`config.mk`:
```
export PLATFORM = sky130hd
export DESIGN_NAME = spiwr_dev_flat
export DESIGN_NICKNAME = d
export VERILOG_FILES = /design/src/common/spiwr_pkg.sv /design/src/common/spiwr_if.sv /design/src/design/spiwr_dev.sv /design/src/design/spiwr_sync.sv /design/src/flat_wrapper.sv
export SDC_FILE = /design/constraint.sdc
export NUM_CORES = 1
export LEC_CHECK = 0
export BUFFER_PORTS_ARGS = -buffer_cell sky130_fd_sc_hd__buf_2
export CAP_MARGIN = 15
export CORE_MARGIN = 4
export CORE_UTILIZATION = 39
export DETAILED_ROUTE_END_ITERATION = 12
export HOLD_SLACK_MARGIN = 0.12
export PLACE_DENSITY_LB_ADDON = 0.2
export REMOVE_ABC_BUFFERS = 1
export SETUP_SLACK_MARGIN = 0.2
export SYNTH_ARGS = -nofsm -noshare
export SYNTH_HDL_FRONTEND = slang
export SYNTH_SLANG_ARGS = --single-unit
```
`constraint.sdc`:
```
create_clock -name hclk -period 2 [get_ports hclk]
set_input_delay 0.1 -clock hclk [delete_from_list [all_inputs] [get_ports hclk]]
set_output_delay 0.1 -clock hclk [all_outputs]
set_load 0.02 [all_outputs]
```
`src/common/spiwr_pkg.sv`:
```
// Shared constants for the serial wiper register link
package spiwr_pkg;
	// ****************************************
	// Device register map
	// ****************************************
	localparam logic [4:0] ADDR_WIPER = 5'h00;
	localparam logic [4:0] ADDR_WIPER_ALT = 5'h01;
	localparam logic [4:0] ADDR_ACR = 5'h10;
	localparam logic [7:0] WIPER_RST = 8'h80;
	localparam logic [7:0] ACR_RST = 8'h40;
	localparam logic [7:0] ACR_WMASK = 8'h42;
	localparam int SHUTDOWN_N_BIT_BIT = 6;
	localparam int ODRAIN_BIT = 1;
	localparam logic [7:0] TAP_LOW = 8'h00;
	// ****************************************
	// Instruction byte
	// ****************************************
	localparam logic [2:0] OP_NOP = 3'h0;
	localparam logic [2:0] OP_ACR_RD = 3'h1;
	localparam logic [2:0] OP_ACR_WR = 3'h3;
	localparam logic [2:0] OP_RD = 3'h4;
	localparam logic [2:0] OP_WR = 3'h6;
	localparam logic [2:0] OP_ECHO = 3'h7;
	localparam logic [2:0] BIT_LAST = 3'h7;
	localparam logic [2:0] BYTE_SAT = 3'h7;
	// ****************************************
	// Host timing
	// ****************************************
	localparam int CLK_NS = 25;
	localparam int T_HALF_NS = 250;
	localparam int T_LEAD_NS = 250;
	localparam int T_LAG_NS = 250;
	localparam int T_CS_NS = 2000;
	localparam logic [7:0] HALF_CYC = 8'((T_HALF_NS + CLK_NS - 1) / CLK_NS);
	localparam logic [7:0] LEAD_CYC = 8'((T_LEAD_NS + CLK_NS - 1) / CLK_NS);
	localparam logic [7:0] LAG_CYC = 8'((T_LAG_NS + CLK_NS - 1) / CLK_NS);
	localparam logic [7:0] CS_CYC = 8'((T_CS_NS + CLK_NS - 1) / CLK_NS);
	// ****************************************
	// Host registers on AHB-Lite
	// ****************************************
	localparam logic [7:0] HREG_CTRL = 8'h00;
	localparam logic [7:0] HREG_TX = 8'h04;
	localparam logic [7:0] HREG_RX = 8'h08;
	localparam logic [7:0] HREG_STAT = 8'h0c;
	localparam int CTRL_START = 0;
	localparam int CTRL_NB_LSB = 4;
	localparam logic [2:0] SIZE_WORD = 3'h2;
endpackage

```
`src/common/spiwr_if.sv`:
```
// Serial link between the wiper register device and its host
`timescale 1ns/100ps
`default_nettype none
interface spiwr_if;
	logic cs_n;
	logic sck;
	logic sdi;
	logic sdo_o;
	logic sdo_oe;
	logic sdo;
	// Released line reads high: pull-up for open drain and for standby
	assign sdo = sdo_oe ? sdo_o : 1'b1;
	modport dev(input cs_n, input sck, input sdi, output sdo_o,
		output sdo_oe);
	modport host(output cs_n, output sck, output sdi, input sdo);
endinterface
`default_nettype wire

```
`src/design/spiwr_dev.sv`:
```
// Device end: serial slave holding the wiper and access control registers
//
// What this block does
// [RL1] Sample input on clock rise, select low only
// [RL2] Output changes on fall, host samples rise
// [RL3] Control bit 1 picks push-pull or open-drain
// [RL4] Select high: standby, output released
// [RL5] Select low enables active operation
// [RL6] Ignore traffic until first select fall
// [RL7] Wiper register sets tap, monotonic code
// [RL8] Wiper resets to mid-scale 80h
// [RL9] Reset: wiper at 80h, control at 40h
// [RL10] Control bit 6 low means shutdown
// [RL11] Shutdown keeps wiper value, restores on exit
// [RL12] Mode 0 slave, host owns clocks
// [RL13] Bytes travel most significant bit first
// [RL14] First byte opcode and address, then data
// [RL15] Address 10000 control, 0 or 1 wiper
// [RL16] Decode nop, control and addressed accesses
// [RL17] Writes take effect at select rise
// [RL18] Read frame echoes instruction then value
// [RL19] Chained read returns 111b address, data
// [RL20] Unknown opcodes, short frames change nothing
//
// Decided for this implementation: the AHB-Lite interface to the registers.
`timescale 1ns/100ps
`default_nettype none
module spiwr_dev
	import spiwr_pkg::*;
(
	// Clock and reset
	input wire logic hclk,
	input wire logic hresetn,
	// Serial link
	spiwr_if.dev link,
	// Potentiometer side
	output logic [7:0] wiper_position,
	output logic [7:0] wiper_tap,
	output logic array_open,
	output logic wiper_to_low,
	output logic standby
);
	// ****************************************
	// State
	// ****************************************
	typedef struct packed {
		logic armed;
		logic [2:0] bit_cnt;
		logic [2:0] byte_cnt;
		logic [7:0] rx_sr;
		logic [7:0] instr;
		logic [7:0] data;
		logic [7:0] tx_sr;
		logic [7:0] tx_next;
		logic pend;
		logic [7:0] pend_instr;
		logic [7:0] wiper;
		logic [7:0] access_control;
		logic sdo_o;
		logic sdo_oe;
		logic [7:0] tap;
		logic open;
		logic standby;
	} spiwr_dev_st_t;
	spiwr_dev_st_t q, d;
	logic [2:0] lv;
	logic [2:0] rs;
	logic [2:0] fl;
	// ****************************************
	// Decoding
	// ****************************************
	// Returns {control selected, wiper selected}
	function automatic logic [1:0] decode_target(input logic [7:0] ins);
		logic [1:0] t;
		t = 2'b00;
		case (ins[7:5])
			OP_ACR_RD, OP_ACR_WR:
				t = 2'b10; // RL16
			OP_RD, OP_WR:
			begin
				if (ins[4:0] == ADDR_ACR)
					t = 2'b10; // RL15
				else if (ins[4:0] == ADDR_WIPER || ins[4:0] == ADDR_WIPER_ALT)
					t = 2'b01; // RL15
			end
			default:
				t = 2'b00; // RL20
		endcase
		return t;
	endfunction
	function automatic logic is_read(input logic [7:0] ins);
		return ins[7:5] == OP_ACR_RD || ins[7:5] == OP_RD; // RL16
	endfunction
	function automatic logic is_write(input logic [7:0] ins);
		return ins[7:5] == OP_ACR_WR || ins[7:5] == OP_WR; // RL16
	endfunction
	function automatic logic [7:0] read_value(input logic [7:0] ins,
		input logic [7:0] wip, input logic [7:0] ctl);
		logic [1:0] t;
		logic [7:0] v;
		t = decode_target(ins);
		v = 8'h00;
		if (is_read(ins) && t[1])
			v = ctl;
		else if (is_read(ins) && t[0])
			v = wip;
		return v;
	endfunction
	// ****************************************
	// Link sampling
	// ****************************************
	// Host owns select and clock; both arrive asynchronously
	spiwr_sync #(
		.W(3)
	) u_sync (
		.hclk(hclk),
		.hresetn(hresetn),
		.async_in({link.cs_n, link.sck, link.sdi}),
		.level(lv),
		.rise(rs),
		.fall(fl)
	); // RL12
	// ****************************************
	// Next state
	// ****************************************
	always_comb
	begin
		logic cs_low;
		logic active;
		logic [7:0] byte_in;
		logic [1:0] tgt;
		logic shutdown;
		logic od;
		cs_low = 1'b0;
		active = 1'b0;
		byte_in = 8'h00;
		tgt = 2'b00;
		shutdown = 1'b0;
		od = 1'b0;
		d = q;
		cs_low = ~lv[2];
		active = q.armed & cs_low; // RL5
		if (fl[2])
		begin
			d.armed = 1'b1; // RL6
			d.bit_cnt = 3'h0;
			d.byte_cnt = 3'h0;
			d.tx_sr = q.pend ? {OP_ECHO, q.pend_instr[4:0]} : 8'h00; // RL19
			d.tx_next = 8'h00;
		end
		else if (active && rs[1])
		begin
			byte_in = {q.rx_sr[6:0], lv[0]}; // RL13
			d.rx_sr = byte_in; // RL1
			d.bit_cnt = q.bit_cnt + 3'h1;
			if (q.bit_cnt == BIT_LAST)
			begin
				if (q.byte_cnt == 3'h0)
					d.instr = byte_in; // RL14
				else
					d.data = byte_in; // RL14
				if (q.byte_cnt != BYTE_SAT)
					d.byte_cnt = q.byte_cnt + 3'h1;
				case (q.byte_cnt)
					3'h0:
						d.tx_next = q.pend ?
							read_value(q.pend_instr, q.wiper, q.access_control) : 8'h00; // RL19
					3'h1:
						d.tx_next = is_read(q.instr) ? q.instr : 8'h00; // RL18
					3'h2:
						d.tx_next = read_value(q.instr, q.wiper, q.access_control); // RL18
					default:
						d.tx_next = 8'h00;
				endcase
			end
		end
		else if (active && fl[1])
		begin
			// Byte boundary loads the next byte, otherwise shift
			if (q.bit_cnt == 3'h0)
				d.tx_sr = q.tx_next; // RL2
			else
				d.tx_sr = {q.tx_sr[6:0], 1'b0}; // RL13
		end
		else if (q.armed && rs[2])
		begin
			tgt = decode_target(q.instr);
			// Partial bytes or an instruction alone never write
			if (q.bit_cnt == 3'h0 && q.byte_cnt >= 3'h2 && is_write(q.instr))
			begin
				if (tgt[1])
					d.access_control = q.data & ACR_WMASK; // RL17
				if (tgt[0])
					d.wiper = q.data; // RL17
			end // RL20
			d.pend = q.bit_cnt == 3'h0 && q.byte_cnt == 3'h2 &&
				is_read(q.instr); // RL19
			d.pend_instr = q.instr;
		end
		od = d.access_control[ODRAIN_BIT];
		d.sdo_oe = (q.armed & cs_low) & (od ? ~d.tx_sr[7] : 1'b1); // RL3 RL4
		d.sdo_o = od ? 1'b0 : d.tx_sr[7]; // RL3
		d.standby = ~(q.armed & cs_low); // RL4
		shutdown = ~d.access_control[SHUTDOWN_N_BIT_BIT]; // RL10
		d.open = shutdown; // RL10
		d.tap = shutdown ? TAP_LOW : d.wiper; // RL7 RL11
	end
	// ****************************************
	// Registers
	// ****************************************
	always_ff @(posedge hclk or negedge hresetn)
	begin
		if (!hresetn)
		begin
			q <= '0;
			q.wiper <= WIPER_RST; // RL8 RL9
			q.access_control <= ACR_RST; // RL9
			q.tap <= WIPER_RST;
			q.standby <= 1'b1;
		end
		else
			q <= d;
	end
	// ****************************************
	// Outputs
	// ****************************************
	assign link.sdo_o = q.sdo_o;
	assign link.sdo_oe = q.sdo_oe;
	assign wiper_position = q.wiper;
	assign wiper_tap = q.tap;
	assign array_open = q.open;
	assign wiper_to_low = q.open;
	assign standby = q.standby;
endmodule
`default_nettype wire

```
`src/design/spiwr_sync.sv`:
```
// Two-flop synchroniser with edge detection
`timescale 1ns/100ps
`default_nettype none
module spiwr_sync #(
	parameter int W = 1
) (
	// Clock and reset
	input wire logic hclk,
	input wire logic hresetn,
	// Asynchronous inputs
	input wire logic [W-1:0] async_in,
	// Synchronised level and edges
	output logic [W-1:0] level,
	output logic [W-1:0] rise,
	output logic [W-1:0] fall
);
	typedef struct packed {
		logic [W-1:0] s1;
		logic [W-1:0] s2;
		logic [W-1:0] s3;
	} spiwr_sync_st_t;
	spiwr_sync_st_t q, d;
	always_comb
	begin
		d.s1 = async_in;
		d.s2 = q.s1;
		d.s3 = q.s2;
	end
	always_ff @(posedge hclk or negedge hresetn)
	begin
		if (!hresetn)
			q <= '0;
		else
			q <= d;
	end
	// Edges compare second and third stage only
	assign level = q.s2;
	assign rise = q.s2 & ~q.s3;
	assign fall = ~q.s2 & q.s3;
endmodule
`default_nettype wire

```
`src/flat_wrapper.sv`:
```
// flat-port wrapper written by rule: the top's interface ports become plain ports
module spiwr_dev_flat import spiwr_pkg::*;
  (hclk, hresetn, wiper_position, wiper_tap, array_open, wiper_to_low, standby, link_cs_n, link_sck, link_sdi, link_sdo_o, link_sdo_oe);
  spiwr_if link_i ();
  input wire logic hclk;
  input wire logic hresetn;
  output logic [7:0] wiper_position;
  output logic [7:0] wiper_tap;
  output logic array_open;
  output logic wiper_to_low;
  output logic standby;
  input wire logic [$bits(link_i.cs_n)-1:0] link_cs_n;
  input wire logic [$bits(link_i.sck)-1:0] link_sck;
  input wire logic [$bits(link_i.sdi)-1:0] link_sdi;
  output wire logic [$bits(link_i.sdo_o)-1:0] link_sdo_o;
  output wire logic [$bits(link_i.sdo_oe)-1:0] link_sdo_oe;
  assign link_i.cs_n = link_cs_n;
  assign link_i.sck = link_sck;
  assign link_i.sdi = link_sdi;
  assign link_sdo_o = link_i.sdo_o;
  assign link_sdo_oe = link_i.sdo_oe;
  spiwr_dev u_core (.hclk(hclk), .hresetn(hresetn), .link(link_i), .wiper_position(wiper_position), .wiper_tap(wiper_tap), .array_open(array_open), .wiper_to_low(wiper_to_low), .standby(standby));
endmodule
```
Word-level counts from Yosys, hierarchy flattened
Index checks and enable logic that the tools add are counted.

cells by class
  add/sub/neg operators = 2
  magnitude comparators = 1
  equal/unequal tests = 17
  mux-type cells = 49
  bitwise gates (word level) = 14
  reductions and logical operators = 35

operators with widths
  cell                                                 count
  two-way mux 8 bit                                    16
  two-way mux 16 bit                                   7
  two-way mux 30 bit                                   1
  two-way mux 2 bit                                    14
  one-hot mux 8 bit (3 select lines)                   1
  equality test 3 bit, second input constant           5
  AND reduction 4 bit                                  3
  logical AND 1 bit                                    11
  equality test 5 x 1 -> 1 bit, second input constant  2
  equality test 5 bit, second input constant           2
  logical NOT 5 bit                                    2
  equality test 3 x 1 -> 1 bit, second input constant  3
  equality test 3 x 2 -> 1 bit, second input constant  3
  inverter 1 bit                                       8
  one-hot mux 2 bit (2 select lines)                   2
  nonzero test 2 bit                                   4
  OR reduction 2 bit                                   4
  two-way mux 7 bit                                    1
  adder 3 x 1 -> 3 bit, second input constant          2
  AND 3 bit                                            2
  logical NOT 3 bit                                    2
  two-way mux 3 bit                                    2
  two-way mux 6 bit                                    1
  inverter 3 bit                                       2
  8 further kinds                                      18

storage, ports and cells
  register bits after elaboration = 87
  input port bits = 5
  output and inout port bits = 21
  word-level logic and storage cells = 139

Longest topological paths before layout
  word-level depth = 20
  gate-level depth with buffers = 8
  depth with buffers taken out = 7

Modules after synthesis
Synthesis repeated with hierarchy kept, for this count alone.

unflattened totals
  cells, all modules = 326
  area, all modules = 3952.5 um^2

by module, submodules not included
  module      instances  cells each  area each (um^2)  seq. area each (um^2)
  spiwr_dev   1          308         3652.3            1931.9
  spiwr_sync  1          18          300.3             225.2

Worst setup path before layout
No wires, ideal clock.

  kind = register to register
  start = register u_core.q[80] (netlist name)
  end = register u_core.q (netlist bit u_core.wiper_tap[3])
  setup time = 0.118 ns
  data arrival time = 1.927 ns
  data required time = 1.882 ns
  setup slack = -0.045 ns
  stages on the path, launching flop included = 9
  path buffers = 1
  period minus slack after synthesis = 2.045 ns
  cell sequence = dfrtp_1 inv_1 ha_1 nand2b_1 buf_2 nor4_2 nand2_1 mux2i_2 and2b_1

RTL lines
  item         RTL line         RTL
  from (decl)  spiwr_dev.sv:65  spiwr_dev_st_t q, d;

Worst setup path after layout
  start = register u_core.q[61] (netlist name)
  end = register u_core.q[38] (netlist name)

on the way
  word-level cells in the longest chain between the ends = 16
  elaborated cells on any way between the ends = 19
  those cells by class = 2 x eq/ne; 13 x mux; 4 x reduce/logical

RTL lines
  item                                                                      RTL line          RTL
  equality test 5 x 1 -> 1 bit / logical NOT 5 bit (equally long branches)  spiwr_dev.sv:83   else if (ins[4:0] == ADDR_WIPER || ins[4:0] == ADDR_WIPER_ALT)
  logical OR 1 bit                                                          spiwr_dev.sv:83
  two-way mux 1 bit                                                         spiwr_dev.sv:83
  two-way mux 2 bit *                                                       n/a
  one-hot mux 2 bit (2 select lines) *                                      spiwr_dev.sv:76   case (ins[7:5])
  two-way mux 2 bit *                                                       spiwr_dev.sv:164  case (q.byte_cnt)
  two-way mux 2 bit *                                                       spiwr_dev.sv:156  if (q.bit_cnt == BIT_LAST)
  two-way mux 2 bit *                                                       spiwr_dev.sv:151  else if (active && rs[1])
  two-way mux 2 bit *                                                       spiwr_dev.sv:143  if (fl[2])
  logical AND 1 bit                                                         spiwr_dev.sv:105  else if (is_read(ins) && t[0])
  two-way mux 8 bit                                                         spiwr_dev.sv:105
  two-way mux 8 bit *                                                       spiwr_dev.sv:103  if (is_read(ins) && t[1])
  one-hot mux 8 bit (3 select lines) *                                      spiwr_dev.sv:164
  two-way mux 8 bit *                                                       spiwr_dev.sv:156
  two-way mux 8 bit *                                                       spiwr_dev.sv:151
  two-way mux 16 bit *                                                      spiwr_dev.sv:143

Mark *: on every way between the ends. The rest lies on a longest branch, timed or not. The select of a mux whose other input is x is not followed.
A chain may end at the register's enable or synchronous reset.

==> out/metrics.yaml <==
die:
  rows: 35
  design.portCount: 26
  design.die.area_sq_um: 11400
  chipWidth_microns: 107
  placeableCoreArea_sq_um: 9370
  die_y_microns: 107
  starting_density_of_the_core_pct: 40.7
pwr:
  ir_drop_mv: 0.417
  leakagePower_nw: 2.32
  power.density_nw_per_um2: 674
worst_setup_path:
  worstPathRequired_ns: 2.29
  crit_start: "u_core.q[61]"
  timing_worst_setup_path_type: "reg2reg"
  crit_path_max_fanout: 3
  cp.arrival_ns: 2.14
  timing.critical_path.to_type: "flop"
  reg2reg_depth: 7
  r2r-start: "u_core.q[61]"
  start_kind: "flop"
route:
  drt_iter0_drc: 155
  route.vias.total: 2693
  routed_wl_mm: 8.84
  routed_via_density: 5.11
  detail-route-antenna-nets: 0
  post-route-drc-count: 0
  wire_per_inst_microns: 16.8
  detailedRoute.firstPassIterationCount: 4
timing:
  timing_hold_violations_final: 0
  final.min_clock_period_ns: 1.84
  setup-violations-final: 0
  fin_crit_sh_pct: 92.2
  slew_headroom_pct: 62.4
  max_freq_mhz: 542
  max_slew_violation_count: 0
  setup_slack_ns: 0.156
  worstMarginPinSlew_ns: 0.564
  unrepaired_setup_endpoints_after_global_routing: "yes"
  final.setup_skew_ns: 0.0133
logic_synthesis:
  syn-instance-count: 328
  yosysWarningCount: 0
  ys_seq_elements: 85
  number_of_flops_mapped_to_enable_cells_by_yosys: 0
  ys_async_sr_fraction_pct: 100
  yosysSeqAreaShare_pct: 55.9
  synth_cell_types: 49
  postSynthAreaPerCell_sq_um: 11.6
  ys.flop_type: "dfrtp_1"
  netlist_area_sq_um: 3820
clock_tree:
  clock_insertion_delay_worst_skew_ns: 0.35
  clock_tree_root_driver_cell: "clkbuf_8"
  worst_setup_hold_path_clk_slew_ns: 0.09
  cts.sinks: 85
  cts-htree-levels: 3
  cts_tree: "yes"
  numCtsBuffers: 9
  max-clock-path-buffers: 2
layout:
  fin_area_sq_um: 4840
  sequential_cell_area_sq_um: 2130
  layout_commonest_cell: "dfrtp_1"
  commonest_non_fill_non_tap_cells_in_the_layout: "81 x dfrtp_1, 43 x nand2_1, 43 x buf_4, 28 x mux2_2, 24 x buf_2"
  multi_input_comb_area_sq_um: 1700
  diodes: 0
  areaGrowthSynthToFinish_pct: 26.9
  final_util_pct: 51.7
  layout-drive-gt1-share_pct: 43.0
  final_nets: 406
  filler_cell_count: 852
grt:
  grt_pass1_wl_mm: 14.5
  largest_net_degree_at_the_start_of_global_routing: 44
  antenna_violations_before_repair: 0
  global_route.usage.total_pct: 16.3
  grt_pass1_vias: 2707
  overflow: 0
flow_run:
  max-cap-violations: 0
placement:
  portBuffers: 25
  place.detailed.hpwl_mm: 6.21
  place_worst_setup_slack_ns: -0.153
  detailed_place.area_sq_um: 4220
  place.gp.congestion: 0.896
hold_path:
  hold_path.class: "in2async"
outcome:
  status: "finished clean"
==> through the flow <==
stage	hold slack, ns	total power, mW	setup TNS (ns)	std cells
floorplan	-0.196	1.91	-0.471	301
global placement	0.125	2.02	-1.26	489
detailed placement	0.129	2.02	-2.48	489
CTS	0.293	3.26	0	518
global route	0.345	3.40	0	527
finish	0.284	3.26	0	527
==> synth_stat cells (all sizes together) (2+ instances only) <==
| library cell | number | area share (%) |
|---|---|---|
| nand3b | 2 | 0.39 |
| o21ai | 13 | 1.7 |
| mux2 | 32 | 9.4 |
| dfstp | 4 | 2.8 |
| nor2b | 10 | 1.6 |
| buf | 18 | 3.5 |
| or2 | 2 | 0.33 |
| and2b | 3 | 0.59 |
| nand4b | 2 | 0.46 |
| nor4bb | 2 | 0.52 |
| a31oi | 3 | 0.49 |
| nand4 | 2 | 0.33 |
| nor3b | 3 | 0.72 |
| dfrtp | 81 | 53 |
| and3 | 2 | 0.33 |
| nor2 | 6 | 0.59 |
| ha | 8 | 2.6 |
| a21oi | 9 | 1.2 |
| o41ai | 2 | 0.95 |
| nor3 | 5 | 0.79 |
| clkbuf | 9 | 0.89 |
| nand2b | 7 | 1.1 |
| or3b | 2 | 0.52 |
| nand2 | 45 | 4.4 |
| a32oi | 3 | 0.69 |
| mux2i | 9 | 2.5 |
| inv | 10 | 0.98 |
| o211ai | 4 | 0.79 |
| a22oi | 4 | 0.79 |
| nand3 | 12 | 1.7 |
| a22o | 2 | 0.46 |
| o31ai | 2 | 0.39 |
==> worst max-delay path, cell delays in order, from the launching register on <==
cell and delay, ns:
dfrtp_1 0.39, or4b_4 0.58, o22ai_4 0.13, buf_4 0.13
buf_4 0.10, a32oi_1 0.07, o2111ai_2 0.23, a22o_1 0.16
==> registers in the layout, indices dropped and copies added, names as in the netlist <==
register and cells:
u_core.wiper_tap 8, u_core.u_sync.level 3, u_core.wiper_position 8, u_core.array_open 1, u_core.q 57, u_core.standby 1
u_core.link.sdo_oe 1, u_core.u_sync.q 2, u_core.u_sync.d 3, u_core.link.sdo_o 1
==> routing by layer <==
metal | up-vias | routed length [microns] | track usage [%]
li1 | 1269 | - | -
met3 | 9 | 327 | 3.37
met5 | - | 0 | 0
met1 | 1358 | 4220 | 23.5
met4 | 0 | 118 | 4.93
met2 | 57 | 4180 | 25.0
==> cells by family (layout without fill, tap and decap cells) <==
kind of cell | Yosys count | count (layout) | share of synthesized area, %
AO/OA/AOI/OAI | 46 | 46 | 8.26
XOR/XNOR | 1 | 1 | 0.230
adder cells (fa/ha/maj) | 8 | 8 | 2.62
buffers and inverters | 37 | 107 | 5.34
flip-flops | 85 | 85 | 55.9
multiplexers | 41 | 41 | 11.9
AND/OR/NAND/NOR | 110 | 110 | 15.8
==> path summary, 6_finish.rpt <==
check	to	slack (ns)
min in group hclk	u_core.u_sync.level[2]	0.35
hold reg to reg	u_core.u_sync.level[2]	0.35
setup / recovery	u_core.q[38]	0.16
setup reg to reg	u_core.q[38]	0.16
hold / removal	u_core.u_sync.level[2]	0.28
max in group asynchronous	u_core.standby	1.06
==> power breakdown <==
part | internal [mW] | switching (mW)
Combinational | 0.0919 | 0.115
Sequential | 1.76 | 0.0477
Clock | 0.589 | 0.654
Total | 2.45 | 0.817
==> area by class of cell <==
cell class,count,share of cell area (%)
flip-flops and latches,85,44.0
well taps,129,3.33
inverters,10,0.775
multi-input cells,206,35.1
clock inverters,6,1.47
clock buffers,10,2.64
repair buffers,81,12.7
==> what timing repair did <==
item,4_1_cts,5_1_grt
pin swaps,7,7
hold endpoints to repair,44,0
setup buffers,9,9
hold buffers,4,0
gates resized for setup,18,37
setup endpoints to repair,43,49
No activity file was read; power rests on OpenSTA's default activity.
